===== src/rtl/tcw_regs.svh =====
/*
 Offsets, field positions and reset values of the timer channel.
 Assumes byte offsets on an 8-bit register port, one 32-bit word each.
*/
// How it works
// - Stop field set: a C match in waveform mode stops the counter clock until retriggered.
// - Disable field set: a C match in waveform mode disables the counter clock.
// - Event edge field picks none, rising, falling or both edges.
// - Event source field picks line B or external clock 0, 1, 2.
// - With line B as event source it is an input without waveform flags.
// - Event trigger enable: an event resets the counter and starts its clock.
// - In waveform mode the shape field picks up or up/down counting, with or without C trigger.
// - Mode bit selects waveform generation (1) or capture (0).
// - A match, C match, event and soft trigger act on line A.
// - B match, C match, event and soft trigger act on line B.
// - Counter value register returns the live 16-bit count.
// - Registers A and B are writable only in waveform mode.
// - Register C is read/write in both modes.
// - Overflow flag sets on counter overflow, clears on status read.
// - Load overrun flag: capture reload before read, zero in waveform mode.
// - A and B match flags set only in waveform mode.
// - C match flag sets in both modes, clears on status read.
// - A and B load flags set only in capture mode.
// - External trigger flag sets on an event, clears on status read; reads zero in capture mode.
// - Status bit 16 shows whether the counter clock is enabled.
// - Status bits 17 and 18 mirror lines A and B.
`ifndef TCW_REGS_SVH
`define TCW_REGS_SVH

`define TCW_OFS_CTRL   8'h00
`define TCW_OFS_MODE   8'h04
`define TCW_OFS_CV     8'h10
`define TCW_OFS_RA     8'h14
`define TCW_OFS_RB     8'h18
`define TCW_OFS_RC     8'h1c
`define TCW_OFS_SR     8'h20

`define TCW_CTRL_EN    0
`define TCW_CTRL_DIS   1
`define TCW_CTRL_SWT   2

`define TCW_M_STOP     6
`define TCW_M_DIS      7
`define TCW_M_EDGE     8
`define TCW_M_SRC      10
`define TCW_M_ENTRG    12
`define TCW_M_SHAPE    13
`define TCW_M_WAVE     15
`define TCW_M_A_AM     16
`define TCW_M_A_CM     18
`define TCW_M_A_EV     20
`define TCW_M_A_SW     22
`define TCW_M_B_BM     24
`define TCW_M_B_CM     26
`define TCW_M_B_EV     28
`define TCW_M_B_SW     30

`define TCW_SR_CLKON   16
`define TCW_SR_MIR_A   17
`define TCW_SR_MIR_B   18

`define TCW_MODE_RST   32'h0000_0000
`define TCW_CNT_MAX    16'hffff

`endif


===== src/rtl/tcw_pkg.sv =====
/*
 Types of the timer channel.
 Assumes nothing beyond the register header.
*/
package tcw_pkg;
	typedef enum logic [1:0] {
		TCW_UP   = 2'b01,
		TCW_DOWN = 2'b10
	} tcw_dir_t;
	typedef logic [15:0] tcw_cnt_t;
endpackage


===== src/rtl/tcw_top.sv =====
/*
 One 16-bit timer channel: waveform actions, capture loads, status flags.
 Assumes synchronous line and external clock inputs and a register port
 whose strobes last one cycle; the counter steps once per core clock.
*/
// Local design decisions: the register addresses and strobed register access.
`timescale 1ns/100ps
`include "tcw_regs.svh"

module tcw_top (
	// Clock and reset
	input  wire logic        i_core_clk,
	input  wire logic        i_resetn,
	// Register port
	input  wire logic [7:0]  i_addr,
	input  wire logic [31:0] i_wdata,
	input  wire logic        i_wr,
	input  wire logic        i_rd,
	output logic      [31:0] o_rdata,
	// Timer lines
	input  wire logic        i_line_a,
	output logic             o_line_a,
	output logic             o_line_a_oe,
	input  wire logic        i_line_b,
	output logic             o_line_b,
	output logic             o_line_b_oe,
	// External clocks
	input  wire logic        i_ext_clock_0,
	input  wire logic        i_ext_clock_1,
	input  wire logic        i_ext_clock_2
);

	logic                rst_meta_reg;
	logic                rst_n;
	logic [31:0]         mode_reg;
	tcw_pkg::tcw_cnt_t   cnt_reg;
	tcw_pkg::tcw_cnt_t   ra_reg;
	tcw_pkg::tcw_cnt_t   rb_reg;
	tcw_pkg::tcw_cnt_t   rc_reg;
	tcw_pkg::tcw_dir_t   dir_reg;
	logic [7:0]          flag_reg;
	logic [7:0]          flag_set;
	logic                clk_en_reg;
	logic                run_reg;
	logic                evt_prev_reg;
	logic                ain_prev_reg;
	logic                a_unread_reg;
	logic                b_unread_reg;
	logic                line_a_reg;
	logic                line_b_reg;
	logic                oe_a_reg;
	logic                oe_b_reg;
	logic [31:0]         rdata_reg;
	logic [31:0]         rd_val;
	logic                wave;
	logic                b_out;
	logic                active;
	logic                a_hit;
	logic                b_hit;
	logic                c_hit;
	logic                evt_sig;
	logic                evt_hit;
	logic                sw_trg;
	logic                cmd_en;
	logic                cmd_dis;
	logic                trig;
	logic                ovf;
	logic                ld_a;
	logic                ld_b;
	logic                sr_rd;
	logic [1:0]          edge_sel;
	logic [1:0]          src_sel;
	logic [1:0]          shape;
	tcw_pkg::tcw_cnt_t   top;

	// Release reset through two flops; the first feeds only the second
	always_ff @(posedge i_core_clk or negedge i_resetn) begin
		if (!i_resetn) begin
			rst_meta_reg <= 1'b0;
			rst_n        <= 1'b0;
		end else begin
			rst_meta_reg <= 1'b1;
			rst_n        <= rst_meta_reg;
		end
	end

	function automatic logic line_act(input logic [1:0] a,
		input logic cur);
		case (a)
			2'b01:   line_act = 1'b1;
			2'b10:   line_act = 1'b0;
			2'b11:   line_act = ~cur;
			default: line_act = cur;
		endcase
	endfunction

	assign wave     = mode_reg[`TCW_M_WAVE];
	assign edge_sel = mode_reg[`TCW_M_EDGE +: 2];
	assign src_sel  = mode_reg[`TCW_M_SRC +: 2];
	assign shape    = mode_reg[`TCW_M_SHAPE +: 2];
	assign b_out    = wave && (src_sel != 2'b00);
	assign active   = clk_en_reg && run_reg;
	assign a_hit    = active && (cnt_reg == ra_reg);
	assign b_hit    = active && (cnt_reg == rb_reg);
	assign c_hit    = active && (cnt_reg == rc_reg);
	assign sr_rd    = i_rd && (i_addr == `TCW_OFS_SR);
	assign sw_trg   = i_wr && (i_addr == `TCW_OFS_CTRL)
		&& i_wdata[`TCW_CTRL_SWT];
	assign cmd_en   = i_wr && (i_addr == `TCW_OFS_CTRL)
		&& i_wdata[`TCW_CTRL_EN];
	assign cmd_dis  = i_wr && (i_addr == `TCW_OFS_CTRL)
		&& i_wdata[`TCW_CTRL_DIS];
	// Top of an up/down ramp: C only when the C trigger is selected
	assign top = shape[1] ? rc_reg : `TCW_CNT_MAX;

	always_comb begin
		case (src_sel)
			2'b01:   evt_sig = i_ext_clock_0;
			2'b10:   evt_sig = i_ext_clock_1;
			2'b11:   evt_sig = i_ext_clock_2;
			default: evt_sig = i_line_b;
		endcase
	end

	always_comb begin
		case (edge_sel)
			2'b01:   evt_hit = evt_sig && !evt_prev_reg;
			2'b10:   evt_hit = !evt_sig && evt_prev_reg;
			2'b11:   evt_hit = evt_sig != evt_prev_reg;
			default: evt_hit = 1'b0;
		endcase
	end

	// Up shape with C trigger restarts at C; up/down turns at C instead
	assign trig = sw_trg
		|| (evt_hit && mode_reg[`TCW_M_ENTRG])
		|| (wave && c_hit && shape == 2'b10);
	assign ovf  = active && !trig && (cnt_reg == `TCW_CNT_MAX)
		&& dir_reg == tcw_pkg::TCW_UP;
	assign ld_a = !wave && i_line_a && !ain_prev_reg;
	assign ld_b = !wave && !i_line_a && ain_prev_reg;

	always_ff @(posedge i_core_clk or negedge rst_n) begin
		if (!rst_n) begin
			evt_prev_reg <= 1'b0;
			ain_prev_reg <= 1'b0;
		end else begin
			evt_prev_reg <= evt_sig;
			ain_prev_reg <= i_line_a;
		end
	end

	// Counter and direction
	always_ff @(posedge i_core_clk or negedge rst_n) begin
		if (!rst_n) begin
			cnt_reg <= 16'h0000;
			dir_reg <= tcw_pkg::TCW_UP;
		end else if (trig) begin
			cnt_reg <= 16'h0000;
			dir_reg <= tcw_pkg::TCW_UP;
		end else if (active) begin
			case (dir_reg)
				tcw_pkg::TCW_UP: begin
					if (wave && shape[0] && cnt_reg == top) begin
						dir_reg <= tcw_pkg::TCW_DOWN;
						cnt_reg <= cnt_reg - 16'h0001;
					end else begin
						cnt_reg <= cnt_reg + 16'h0001;
					end
				end
				tcw_pkg::TCW_DOWN: begin
					if (!shape[0] || cnt_reg == 16'h0000) begin
						dir_reg <= tcw_pkg::TCW_UP;
						cnt_reg <= cnt_reg + 16'h0001;
					end else begin
						cnt_reg <= cnt_reg - 16'h0001;
					end
				end
				default: dir_reg <= tcw_pkg::TCW_UP;
			endcase
		end
	end

	// Clock enable and run state; a stop or disable beats a C trigger
	always_ff @(posedge i_core_clk or negedge rst_n) begin
		if (!rst_n) begin
			clk_en_reg <= 1'b0;
			run_reg    <= 1'b0;
		end else begin
			if (cmd_en && !cmd_dis)
				clk_en_reg <= 1'b1;
			if (cmd_dis || (wave && c_hit && mode_reg[`TCW_M_DIS]))
				clk_en_reg <= 1'b0;
			if (trig)
				run_reg <= 1'b1;
			if (wave && c_hit && mode_reg[`TCW_M_STOP])
				run_reg <= 1'b0;
		end
	end

	// Mode and compare registers
	always_ff @(posedge i_core_clk or negedge rst_n) begin
		if (!rst_n) begin
			mode_reg <= `TCW_MODE_RST;
			ra_reg   <= 16'h0000;
			rb_reg   <= 16'h0000;
			rc_reg   <= 16'h0000;
		end else begin
			if (i_wr && i_addr == `TCW_OFS_MODE)
				mode_reg <= i_wdata;
			if (ld_a)
				ra_reg <= cnt_reg;
			else if (wave && i_wr && i_addr == `TCW_OFS_RA)
				ra_reg <= i_wdata[15:0];
			if (ld_b)
				rb_reg <= cnt_reg;
			else if (wave && i_wr && i_addr == `TCW_OFS_RB)
				rb_reg <= i_wdata[15:0];
			if (i_wr && i_addr == `TCW_OFS_RC)
				rc_reg <= i_wdata[15:0];
		end
	end

	// Unread capture tracking for overrun
	always_ff @(posedge i_core_clk or negedge rst_n) begin
		if (!rst_n) begin
			a_unread_reg <= 1'b0;
			b_unread_reg <= 1'b0;
		end else begin
			if (ld_a)
				a_unread_reg <= 1'b1;
			else if (i_rd && i_addr == `TCW_OFS_RA)
				a_unread_reg <= 1'b0;
			if (ld_b)
				b_unread_reg <= 1'b1;
			else if (i_rd && i_addr == `TCW_OFS_RB)
				b_unread_reg <= 1'b0;
		end
	end

	always_comb begin
		flag_set    = 8'h00;
		flag_set[0] = ovf;
		flag_set[1] = (ld_a && a_unread_reg) || (ld_b && b_unread_reg);
		flag_set[2] = wave && a_hit;
		flag_set[3] = b_out && b_hit;
		flag_set[4] = c_hit;
		flag_set[5] = ld_a;
		flag_set[6] = ld_b;
		flag_set[7] = evt_hit;
	end

	// A new event in the clearing cycle survives the read
	always_ff @(posedge i_core_clk or negedge rst_n) begin
		if (!rst_n)
			flag_reg <= 8'h00;
		else if (sr_rd)
			flag_reg <= flag_set;
		else
			flag_reg <= flag_reg | flag_set;
	end

	// Lines: soft trigger over event over C match over A or B match
	always_ff @(posedge i_core_clk or negedge rst_n) begin
		if (!rst_n) begin
			line_a_reg <= 1'b0;
			line_b_reg <= 1'b0;
			oe_a_reg   <= 1'b0;
			oe_b_reg   <= 1'b0;
		end else begin
			oe_a_reg <= wave;
			oe_b_reg <= b_out;
			if (wave) begin
				if (sw_trg)
					line_a_reg <= line_act(
						mode_reg[`TCW_M_A_SW +: 2], line_a_reg);
				else if (evt_hit)
					line_a_reg <= line_act(
						mode_reg[`TCW_M_A_EV +: 2], line_a_reg);
				else if (c_hit)
					line_a_reg <= line_act(
						mode_reg[`TCW_M_A_CM +: 2], line_a_reg);
				else if (a_hit)
					line_a_reg <= line_act(
						mode_reg[`TCW_M_A_AM +: 2], line_a_reg);
			end
			if (b_out) begin
				if (sw_trg)
					line_b_reg <= line_act(
						mode_reg[`TCW_M_B_SW +: 2], line_b_reg);
				else if (evt_hit)
					line_b_reg <= line_act(
						mode_reg[`TCW_M_B_EV +: 2], line_b_reg);
				else if (c_hit)
					line_b_reg <= line_act(
						mode_reg[`TCW_M_B_CM +: 2], line_b_reg);
				else if (b_hit)
					line_b_reg <= line_act(
						mode_reg[`TCW_M_B_BM +: 2], line_b_reg);
			end
		end
	end

	always_comb begin
		rd_val = 32'h0000_0000;
		if (i_addr == `TCW_OFS_MODE) begin
			rd_val = mode_reg;
		end else if (i_addr == `TCW_OFS_CV) begin
			rd_val[15:0] = cnt_reg;
		end else if (i_addr == `TCW_OFS_RA) begin
			rd_val[15:0] = ra_reg;
		end else if (i_addr == `TCW_OFS_RB) begin
			rd_val[15:0] = rb_reg;
		end else if (i_addr == `TCW_OFS_RC) begin
			rd_val[15:0] = rc_reg;
		end else if (i_addr == `TCW_OFS_SR) begin
			rd_val[7:0] = flag_reg
				& (wave ? 8'h9d : 8'h73);
			rd_val[`TCW_SR_CLKON] = clk_en_reg;
			rd_val[`TCW_SR_MIR_A] = wave ? line_a_reg : i_line_a;
			rd_val[`TCW_SR_MIR_B] = b_out ? line_b_reg : i_line_b;
		end
	end

	// Read data stand for exactly one cycle
	always_ff @(posedge i_core_clk or negedge rst_n) begin
		if (!rst_n)
			rdata_reg <= 32'h0000_0000;
		else if (i_rd)
			rdata_reg <= rd_val;
		else
			rdata_reg <= 32'h0000_0000;
	end

	assign o_rdata     = rdata_reg;
	assign o_line_a    = line_a_reg;
	assign o_line_a_oe = oe_a_reg;
	assign o_line_b    = line_b_reg;
	assign o_line_b_oe = oe_b_reg;
endmodule


===== config.mk =====
export PLATFORM = sky130hd
export DESIGN_NAME = tcw_top
export DESIGN_NICKNAME = d
export VERILOG_FILES = /design/src/rtl/tcw_pkg.sv /design/src/rtl/tcw_top.sv
export VERILOG_INCLUDE_DIRS = /design/src /design/src/rtl
export SDC_FILE = /design/constraint.sdc
export NUM_CORES = 1
export LEC_CHECK = 0
export BUFFER_PORTS_ARGS = -buffer_cell sky130_fd_sc_hd__buf_2
export CORE_ASPECT_RATIO = 1.5
export CORE_MARGIN = 2
export CORE_UTILIZATION = 40
export DETAILED_ROUTE_END_ITERATION = 10
export PLACE_DENSITY_LB_ADDON = 0.3
export SKIP_LAST_GASP = 1
export SYNTH_ARGS = -nofsm -noshare
export SYNTH_HDL_FRONTEND = slang
export SYNTH_SLANG_ARGS = --single-unit

===== constraint.sdc =====
create_clock -name i_core_clk -period 4.99 [get_ports i_core_clk]
set_clock_uncertainty 0.1 [all_clocks]
set_input_delay 1.2475 -clock i_core_clk [delete_from_list [all_inputs] [get_ports i_core_clk]]
set_output_delay 1.2475 -clock i_core_clk [all_outputs]
set_load 0.05 [all_outputs]

# --- Word level (Yosys, flattened, before mapping) ---
# Index checks and enable logic that the tools add are counted.
classes:
  addsub: 2
  eq_ne: 53
  muxes: 59
  n_bitwise: 4
  reduce_logical: 70
op_table:
  columns: ["op", "n"]
  rows:
  - ["2-to-1 mux 16 bit", 12]
  - ["== test 16 bit", 4]
  - ["== test 2 bit (second input constant)", 22]
  - ["2-to-1 mux 8 bit", 5]
  - ["logical AND 1 bit", 38]
  - ["== test 8 x 5 -> 1 bit (second input constant)", 4]
  - ["2-to-1 mux 32 bit", 1]
  - ["one-hot mux 16 bit (2 select lines)", 1]
  - ["one-hot mux 1 bit (3 select lines)", 10]
  - ["== test 2 x 1 -> 1 bit (second input constant)", 11]
  - ["2-to-1 mux 19 bit", 1]
  - ["2-to-1 mux 1 bit", 18]
  - ["adder 16 x 1 -> 16 bit (second input constant)", 1]
  - ["== test 16 bit (second input constant)", 1]
  - ["zero test 16 bit", 1]
  - ["nonzero test 2 bit", 8]
  - ["subtractor 16 x 1 -> 16 bit (second input constant)", 1]
  - ["2-to-1 mux 3 bit", 5]
  - ["2-to-1 mux 13 bit", 1]
  - ["inequality test 6 x 1 -> 1 bit (second input constant)", 2]
  - ["AND reduction 6 bit", 2]
  - ["nonzero test 6 bit", 2]
  - ["inequality test 5 x 1 -> 1 bit (second input constant)", 2]
  - ["AND 8 bit", 1]
  - ["17 further kinds", 34]
word_totals:
  regBits: 150
  input_bits: 49
  word_cells: 208

# --- Logic depth before layout (Yosys ltp) ---
# Gate-level depths: netlist of run 1.
logic_depth:
  word_depth: 14
  depth_mapped: 10

# --- Worst setup path after synthesis of run 1 ---
# OpenSTA, ideal clock, no wires.
synth_timing:
  path_type: "input to register"
  startpoint: "in i_ext_clock_2"
  endpoint: "reg cnt_reg[15]"
  setup_time_ns: 0.086
  arrival_ns: 3.329
  t_required_ns: 4.804
  slack_ns: 1.474
  cell_stages: 10
  n_path_buf: 2
  path_cell_list: "mux4_2 -> ha_1 -> nor2b_1 -> o21ai_0 -> nand2_1 -> a21o_1 -> a31o_2 -> clkbuf_1 -> clkbuf_1 -> nor3_1"
synth_between:
  elab_chain_len: 9
synth_rtl:
  columns: ["element", "line_no", "source"]
  rows:
  - ["start: declaration", "tcw_top.sv:30", "input wire logic i_ext_clock_2"]
  - ["one-hot mux 1 bit (3 select lines) *", "tcw_top.sv:117", "case (src_sel)"]
  - ["zero test 1 bit", "tcw_top.sv:128", "2'b10: evt_hit = !evt_sig && evt_prev_reg;"]
  - ["logical AND 1 bit", "tcw_top.sv:128", null]
  - ["one-hot mux 1 bit (3 select lines) *", "tcw_top.sv:126", "case (edge_sel)"]
  - ["logical AND 1 bit *", "tcw_top.sv:136", "|| (evt_hit && mode_reg[`TCW_M_ENTRG])"]
  - ["logical OR 1 bit * (2 in series)", "tcw_top.sv:135", "assign trig = sw_trg"]
  - ["nonzero test 3 bit (no source line) or nonzero test 2 bit (tied branches)", null, null]
  - ["AND reduction 2 bit (no source line)", null, null]
  - ["end signal: assignment", "tcw_top.sv:166", "cnt_reg <= cnt_reg - 16'h0001;"]
  - ["end signal: assignment", "tcw_top.sv:168", "cnt_reg <= cnt_reg + 16'h0001;"]
  - ["end signal: assignment", "tcw_top.sv:174", "cnt_reg <= cnt_reg + 16'h0001;"]
  - ["end: declaration", "tcw_top.sv:36", "tcw_pkg::tcw_cnt_t cnt_reg;"]
# Mark *: on every way between the ends. The rest lies on a longest branch, timed or not.
# A chain may end at the register's enable or synchronous reset.

# --- Final worst setup path of run 1 ---
layout_timing:
  startpoint: "reg cnt_reg[4]"
  endpoint: "reg run_reg"
layout_between:
  elab_chain_len: 6
layout_rtl:
  columns: ["element", "line_no", "source"]
  rows:
  - ["== test 16 bit *", "tcw_top.sv:105", "assign c_hit = active && (cnt_reg == rc_reg);"]
  - ["logical AND 1 bit *", "tcw_top.sv:105", null]
  - ["logical AND 1 bit *", "tcw_top.sv:137, tcw_top.sv:196", null]
  - ["logical AND 1 bit", "tcw_top.sv:137", "|| (wave && c_hit && shape == 2'b10);"]
  - ["logical OR 1 bit", "tcw_top.sv:135", null]
  - ["nonzero test 2 bit (no source line)", null, null]
  - ["end signal: assignment", "tcw_top.sv:188", "run_reg <= 1'b0;"]
  - ["end signal: assignment", "tcw_top.sv:195", "run_reg <= 1'b1;"]
  - ["end signal: assignment", "tcw_top.sv:197", "run_reg <= 1'b0;"]
  - ["end: declaration", "tcw_top.sv:44", "logic run_reg;"]
# Marked as above.

==> results of run 1 <==
## critical path, stage by stage (launching register included)
cell	delay [ps]
dfrtp_1	740
nor2b_1	100
a2111o_1	450
a221o_1	390
nor4_1	1010
a31o_2	600
nor2_1	70
a21oi_1	130
## metal layers
metal | track usage | vias to the layer above | routed length [microns]
met4 | 0.120 | 0 | 1110
met1 | 0.265 | 3358 | 9750
met3 | 0.0411 | 54 | 858
met2 | 0.411 | 176 | 13100
met5 | 0 | - | 0
li1 | - | 3168 | -
## layout make-up
class | count | area (sq um)
repair buffers | 99 | 533
flip-flops and latches | 150 | 3760
clock buffers | 18 | 439
well taps | 264 | 330
fillers | 1947 | 10800
clock inverters | 13 | 134
diodes | 1 | 2.50
multi-input cells | 611 | 4250
inverters | 19 | 71.3
## placed cells by master (no fill, tap or decap), types with 4 or more instances in the layout
master	Yosys	layout
a31oi_1	6	5
and4_1	4	4
nand2_1	57	57
a2111o_1	4	4
a21boi_0	8	8
xor2_1	16	16
mux2i_1	48	48
a2111oi_0	6	6
clkbuf_16	0	17
a211oi_1	5	5
a21o_1	7	7
nor3b_1	12	9
nor4b_1	4	4
o21a_1	5	5
nor3_1	28	28
buf_4	0	15
and2_1	8	8
nand4_1	13	13
o22ai_1	6	6
dfrtp_1	149	148
nor4_1	11	11
nand3_1	20	20
ha_1	9	9
nor3b_2	1	4
and3_1	19	19
nand3b_1	4	4
mux2_2	53	53
nor2b_1	24	24
nor2_1	43	43
o21ai_0	54	54
a32oi_1	6	6
a21oi_1	50	50
xnor2_1	18	18
buf_2	4	84
nand2b_1	21	21
inv_1	19	19
clkinv_2	0	5
## power by group through the flow
| stage | Combinational, uW | Clock (uW) | Sequential, uW |
|---|---|---|---|
| 2_1_floorplan | 218 | 0 | 1380 |
| 3_3_place_gp | 317 | 0 | 1410 |
| 3_5_place_dp | 321 | 0 | 1410 |
| 4_1_cts | 323 | 1290 | 1390 |
| 5_1_grt | 355 | 1340 | 1400 |
| 6_report | 322 | 1260 | 1390 |
## through the flow
stage	cell area [sq um]	setup WS, ps
floorplan	8270	403
global placement	8940	1270
detailed placement	8940	1250
CTS	9520	1360
global route	9520	1060
finish	9520	1310
## how the worst min path moves through the flow
stage | endpoint | start | depth (start not counted) | slack, ps
after global routing | rst_n | rst_meta_reg | 0 | 270
after CTS | rst_n | rst_meta_reg | 0 | 260
after detailed placement | rst_n | rst_meta_reg | 0 | 240
final | rst_n | rst_meta_reg | 0 | 250
after floorplan | rst_n | rst_meta_reg | 0 | 230
after global placement | rst_n | rst_meta_reg | 0 | 240
## logic make-up after synthesis
logic type	synth area share
xor gates and xnor gates	0.0360
other	0.000453
buffers and inverters	0.0346
and+or+nand+nor	0.185
muxes	0.133
DFF	0.454
AOI/OAI and AO/OA	0.144
adders and majority gates	0.0136
==> results.json, run 1 <==
{
  "synth_cells": 834,
  "fin_cells": 1175,
  "die_x_microns": 121,
  "swShare": 0.271,
  "grtUsageTotal": 0.233,
  "cts_tree": "yes",
  "die_h_microns": 180,
  "crit_type": "reg2reg",
  "power_uw": 2970,
  "ys_ff_latch": 150,
  "grt_pass1_wl_microns": 38600,
  "power_density_nw_per_um2": 312,
  "clkTransAtPathRegs_ps": 60,
  "cts_hold_buf": 0,
  "async_flop_share": 1.00,
  "max-slew-margin-rel": 0.210,
  "grt_pass1_vias": 6678,
  "layout.nets": 956,
  "syn-cell-area_sq_um": 8270,
  "drive_gt1_frac": 0.218,
  "drtIter0Drc": 486,
  "die_area_sq_um": 21900,
  "ant_nets": 0,
  "grt_setup_unrepaired": "no",
  "dr_total_vias": 6756,
  "crit_fanout": 17,
  "dr.pass1.iters": 5,
  "io_buffers": 84,
  "clock_path_buffers": 2,
  "post-place-cells": 1143,
  "reg2reg_slack_ps": 1310,
  "post_synth.cell_area_avg_sq_um": 9.92,
  "pwr-share-clk": 0.425,
  "setup_viol": 0,
  "utilization": 0.468,
  "slew_violations": 0,
  "final_hold_viol_count": 0,
  "row_count": 64,
  "yosysTopAreaCell": "dfrtp_1",
  "initial_core_util": 0.407,
  "antenna_found_initial": 0,
  "whs_ps": 253,
  "cp.required_ps": 5250,
  "cts.sinks": 150,
  "rr_worst_depth": 7,
  "layout_min_cycle_time_ps": 3680,
  "synth_fp_nets": 892,
  "crit_start": "cnt_reg[4]",
  "grt-ovfl-total": 0,
  "maxCapViolCount": 0,
  "synth_enable_flop_cells": 0,
  "critPathArrivalTime_ps": 3950,
  "p_int_uw": 2170,
  "switching_power_uw": 805,
  "place.gp.congestion": 0.898,
  "synth_top_cell_area_share": 0.451,
  "power_frac_seq": 0.467,
  "finalCritPeriodShare": 0.738,
  "io_pins": 85,
  "tightestPinTransition_ps": 1170,
  "startpoint_type": "register",
  "synth_common_cells": "149 x dfrtp_1, 57 x nand2_1, 54 x o21ai_0",
  "status": "finished, final reports clean",
  "insertion_delay_ps": 440,
  "timing.critical_path.to": "run_reg",
  "clock-root-buffer": "clkbuf_16",
  "synthMostInstantiatedCell": "dfrtp_1",
  "ys_seq_area_frac": 0.454,
  "tns_ps": 0,
  "drt_wl_total_microns": 24800,
  "drc_errors": 0,
  "cts_resized": 0,
  "ir_worst_vdd_mv": 0.249,
  "cp-end-kind": "register",
  "hold_class": "reg2reg",
  "area_delta_synth_final_pct": 15.1,
  "r2r-start": "cnt_reg[4]",
  "ys_warn_count": 0,
  "routedWlPerCell_microns": 21.1,
  "core-area_sq_um": 20300,
  "synth_ff_type": "dfrtp_1",
  "power_leakage_uw": 0.00429,
  "postCtsSetupRepairBufs": 0,
  "yosys-top-cells-area": "dfrtp_1 45%, mux2_2 7.2%, mux2i_1 5.8%",
  "ys_types": 68,
  "vias_per_cell": 5.75,
  "max_freq_mhz": 271,
  "numCtsBuffers": 17,
  "place_hpwl_microns": 17900,
  "power_frac_comb": 0.108,
  "ctsHtreeMaxLevel": 4,
  "grt_max_degree": 59,
  "r2r-end": "run_reg"
}
Note: power is estimated with default switching activity, not from simulation.
==> run 2: changes to the inputs <==
==> constraint.sdc (replaced) <==
create_clock -name i_core_clk -period 3.55 [get_ports i_core_clk]
set_clock_uncertainty 0.1 [all_clocks]
set_input_delay 0.8875 -clock i_core_clk [delete_from_list [all_inputs] [get_ports i_core_clk]]
set_output_delay 0.8875 -clock i_core_clk [all_outputs]
set_load 0.05 [all_outputs]
==> run 2 against run 1 <==
Effect of this change: combinational power grew 52%; first-iteration DRC count grew 10%; die area is the same; power grew 44%; register-to-register slack lost 1100 ps; cell area grew 2.7%; utilization grew 1.3 points; sequential share of layout area shrank 1.0 points; hold slack lost 130 ps.
==> results.json, run 2 (synthesis gave the netlist of run 1 again) <==
{
  "power_density_nw_per_um2": 437,
  "critPathSlowestCell": "a2111oi_0",
  "area_delta_synth_final_pct": 18.2,
  "grt_max_degree": 70,
  "layout.nets": 983,
  "max-slew-margin-rel": 0.414,
  "swShare": 0.268,
  "postCtsSetupRepairBufs": 0,
  "cts_tree": "yes",
  "grt_setup_unrepaired": "no",
  "initial_core_util": 0.407,
  "ir_worst_vdd_mv": 0.367,
  "layout.cells.most_common_list": "148 x dfrtp_1, 84 x buf_2, 57 x nand2_1, 54 x o21ai_0, 53 x mux2_2",
  "rr_worst_depth": 9,
  "maxCapViolCount": 0,
  "critical-path-max-stage-delay_ps": 640,
  "clkTransAtPathRegs_ps": 70,
  "power_frac_comb": 0.114,
  "slew_violations": 0,
  "cp.depth": 9,
  "die_h_microns": 180,
  "critPathArrivalTime_ps": 3610,
  "antenna_found_initial": 0,
  "status": "finished, final reports clean",
  "drc_errors": 0,
  "reg2reg_slack_ps": 200,
  "pwr-share-clk": 0.432,
  "io_buffers": 84,
  "power_frac_seq": 0.454,
  "grt-ovfl-total": 0,
  "cp.required_ps": 3810,
  "grt_pass1_wl_microns": 39500,
  "timing.critical_path.to": "cnt_reg[15]",
  "crit_type": "reg2reg",
  "drt_wl_total_microns": 25300,
  "drtIter0Drc": 537,
  "tightestPinTransition_ps": 872,
  "max_freq_mhz": 298,
  "final_hold_viol_count": 0,
  "cp_num_buf_inv": 2,
  "routedWlPerCell_microns": 21.0,
  "ctsHtreeMaxLevel": 4,
  "row_count": 64,
  "fillers": 1931,
  "crit_fanout": 13,
  "layout_min_cycle_time_ps": 3350,
  "cp_cell_sequence": "buf_4, nor2b_1, a2111oi_0, nand4_1, a2111o_1, a2111oi_0, buf_4, nor3_1, nor3_1",
  "setup_viol": 0,
  "cts.sinks": 150,
  "p_int_uw": 3130,
  "die_area_sq_um": 21900,
  "clock-root-buffer": "clkbuf_16",
  "grt_pass1_vias": 6857,
  "core-area_sq_um": 20300,
  "insertion_delay_ps": 450,
  "startpoint_type": "register",
  "power_leakage_uw": 0.00444,
  "cts_hold_buf": 0,
  "numCtsBuffers": 17,
  "post-place-cells": 1170,
  "dr_total_vias": 6947,
  "finalCritPeriodShare": 0.944,
  "r2r-end": "cnt_reg[15]",
  "hold_class": "in2async",
  "r2r-start": "cnt_reg[6]",
  "vias_per_cell": 5.78,
  "crit_start": "cnt_reg[6]",
  "ant_nets": 0,
  "antenna_cells": 0,
  "grtUsageTotal": 0.238,
  "layout_commonest_cell": "dfrtp_1",
  "cp-end-kind": "register",
  "critPathTopFamily": "compound AO/OA/AOI/OAI gates",
  "fin_cells": 1202,
  "tns_ps": 0,
  "drive_gt1_frac": 0.241,
  "dr.pass1.iters": 5,
  "switching_power_uw": 1150,
  "cts_resized": 0,
  "die_x_microns": 121,
  "io_pins": 85,
  "clock_path_buffers": 2,
  "place_hpwl_microns": 18600,
  "place.gp.congestion": 0.993
}
[run 2: cell count changes in the layout (fill, tap and decap cells not counted), moves of 2 or more]
| cell | change |
|---|---|
| buf_12 | +2 |
| buf_4 | +25 |
| clkbuf_8 | +3 |
| clkinv_2 | -2 |
| clkinv_4 | -2 |
[run 2: cell type report]
type | count | area (sq um) | area share
clock buffer | 21 | 480 | 0.0491
clock inverter | 11 | 123 | 0.0125
inverter | 19 | 71.3 | 0.00730
multi-input combinational | 611 | 4250 | 0.435
sequential | 150 | 3760 | 0.384
tap | 264 | 330 | 0.0338
timing repair buffer | 126 | 761 | 0.0778
[run 2: how the worst min path moves through the flow]
stage            startpoint    end  slack (ps)  cells past startpoint
3_3_place_gp   rst_meta_reg  rst_n         230                      0
3_5_place_dp   rst_meta_reg  rst_n         240                      0
2_1_floorplan  rst_meta_reg  rst_n         230                      0
6_report           i_resetn  rst_n         120                      1
4_1_cts            i_resetn  rst_n         110                      1
5_1_grt            i_resetn  rst_n         120                      1
[run 2: worst reg2reg max path, stage by stage (launching register included)]
cell and delay (ps):
dfrtp_1 390, buf_4 190, nor2b_1 140, a2111oi_0 450, nand4_1 280, a2111o_1 630
a2111oi_0 650, buf_4 210, nor3_1 40, nor3_1 180
[run 2: metrics by stage]
| step | setup WS, ps | total power, uW | cell area, sq um | hold slack, ps | util |
|---|---|---|---|---|---|
| after global placement | 243 | 2440 | 9170 | 235 | 0.451 |
| after detailed placement | 221 | 2450 | 9170 | 237 | 0.451 |
| after CTS | 249 | 4290 | 9780 | 113 | 0.481 |
| after global routing | 27.0 | 4430 | 9780 | 117 | 0.481 |
| final | 198 | 4270 | 9780 | 119 | 0.481 |
| after floorplan | 389 | 2240 | 8270 | 231 | - |
[run 2: power by group through the flow]
stage / clock network [uW] / registers (uW) / logic [uW]
after floorplan: 0 / 1940 / 306
after global placement: 0 / 1960 / 478
after detailed placement: 0 / 1970 / 486
after CTS: 1870 / 1940 / 488
after global routing: 1940 / 1950 / 535
final: 1850 / 1940 / 488
[run 2: metal layers]
metal | global-route usage | part of all wire | vias up
li1 | - | - | 3222
met1 | 0.270 | 0.39 | 3448
met2 | 0.418 | 0.52 | 224
met3 | 0.0377 | 0.044 | 53
met4 | 0.135 | 0.049 | 0
met5 | 0 | 0 | -
==> run 3: changes to the inputs <==
==> constraint.sdc (replaced) <==
create_clock -name i_core_clk -period 3.95 [get_ports i_core_clk]
set_clock_uncertainty 0.1 [all_clocks]
set_input_delay 0.9875 -clock i_core_clk [delete_from_list [all_inputs] [get_ports i_core_clk]]
set_output_delay 0.9875 -clock i_core_clk [all_outputs]
set_load 0.05 [all_outputs]
==> run 3 against run 2 <==
Effect of this change: via count decreased by 1.3%; global-route usage increased by 0.093 points; sequential power decreased by 10%; sequential cell count unchanged; sequential share of layout area increased by 0.52 points; non-clock buffer count decreased by 12; critical endpoint is now cnt_reg[11]; largest cell class unchanged; largest power group unchanged.
==> results.json, run 3 (synthesis gave the netlist of run 1 again) <==
{
  "insertion_delay_ps": 440,
  "tns_ps": 0,
  "hold_class": "in2async",
  "post-place-cells": 1158,
  "row_count": 64,
  "grtUsageTotal": 0.239,
  "grt_pass1_wl_microns": 39300,
  "status": "finished, final reports clean",
  "tightestPinTransition_ps": 958,
  "ir_worst_vdd_mv": 0.310,
  "grt_pass1_vias": 6786,
  "dr.pass1.iters": 6,
  "r2r-end": "cnt_reg[11]",
  "timing.critical_path.to": "cnt_reg[11]",
  "max_freq_mhz": 289,
  "met1_usage": 0.271,
  "postCtsSetupRepairBufs": 0,
  "crit_start": "cnt_reg[6]",
  "r2r-start": "cnt_reg[6]",
  "drtIter0Drc": 602,
  "cts.sinks": 150,
  "crit_type": "reg2reg",
  "power_uw": 3760,
  "io_pins": 85,
  "dr_total_vias": 6855,
  "clock-root-buffer": "clkbuf_16",
  "grt-busiest-layer": "met2",
  "critPathTopFamily": "simple AND/OR/NAND/NOR gates",
  "cp_cell_sequence": "or4_4, or4b_4, or3_4, o31ai_2, buf_4, a2111oi_0, o21ai_0, nor3b_1",
  "place_hpwl_microns": 18800,
  "critical-path-max-stage-delay_ps": 630,
  "slew_violations": 0,
  "grt-ovfl-total": 0,
  "setup_viol": 0,
  "antenna_cells": 0,
  "layout_commonest_cell": "dfrtp_1",
  "area_delta_synth_final_pct": 16.6,
  "cts_resized": 0,
  "cp-end-kind": "register",
  "met2_usage": 0.407,
  "die_x_microns": 121,
  "cp.required_ps": 4200,
  "drt_wl_total_microns": 25500,
  "cp.depth": 8,
  "finalCritPeriodShare": 0.877,
  "grt_use_met3": 0.0380,
  "grt_setup_unrepaired": "no",
  "ant_nets": 0,
  "ctsHtreeMaxLevel": 4,
  "cp_num_buf_inv": 1,
  "vias_per_cell": 5.77,
  "routedWlPerCell_microns": 21.5,
  "utilization": 0.474,
  "die_area_sq_um": 21900,
  "antenna_found_initial": 0,
  "layout.cells.most_common_list": "148 x dfrtp_1, 84 x buf_2, 57 x nand2_1, 54 x o21ai_0, 53 x mux2_2",
  "maxCapViolCount": 0,
  "cts_tree": "yes",
  "power_density_nw_per_um2": 389,
  "io_buffers": 84,
  "crit_fanout": 14,
  "power_leakage_uw": 0.00436,
  "max-slew-margin-rel": 0.361,
  "clkTransAtPathRegs_ps": 60,
  "layout.nets": 971,
  "drc_errors": 0,
  "rr_worst_depth": 8,
  "reg2reg_slack_ps": 480,
  "layout_min_cycle_time_ps": 3470,
  "grt_max_degree": 66,
  "initial_core_util": 0.407,
  "place.gp.congestion": 1.01,
  "numCtsBuffers": 17,
  "die_h_microns": 180,
  "cts_hold_buf": 0,
  "core-area_sq_um": 20300,
  "final_hold_viol_count": 0,
  "startpoint_type": "register",
  "clock_path_buffers": 2,
  "fin_cells": 1189,
  "critPathSlowestCell": "or4_4",
  "critPathArrivalTime_ps": 3720,
  "drive_gt1_frac": 0.227
}
-- run 3: routing by layer --
metal	wire length (microns)	vias up
met4	1770	0
met5	0	-
met2	13000	235
li1	-	3176
met3	1110	74
met1	9640	3370
-- run 3: worst min-delay path by stage --
stage	from	end	slack [ps]
6_report	i_resetn	rst_n	220
5_1_grt	i_resetn	rst_n	210
4_1_cts	i_resetn	rst_n	210
3_5_place_dp	rst_meta_reg	rst_n	250
3_3_place_gp	rst_meta_reg	rst_n	240
2_1_floorplan	rst_meta_reg	rst_n	230
-- run 3: power by group --
part | switching [uW] | internal, uW
Combinational | 251 | 181
Sequential | 116 | 1630
Clock | 627 | 953
-- run 3: per-stage QoR --
step	worst slack (ps)	cell area, sq um	hold slack [ps]
floorplan	694	8270	231
global placement	477	9080	236
detailed placement	446	9080	247
CTS	527	9650	215
global route	179	9650	213
finish	485	9650	224
-- run 3: final cells by class --
cell class / instances / area, sq um
inverters: 19 / 71.3
clock buffers: 22 / 464
flip-flops and latches: 150 / 3760
repair buffers: 114 / 658
multi-input cells: 611 / 4260
well taps: 264 / 330
fillers: 1968 / 10700
clock inverters: 9 / 103
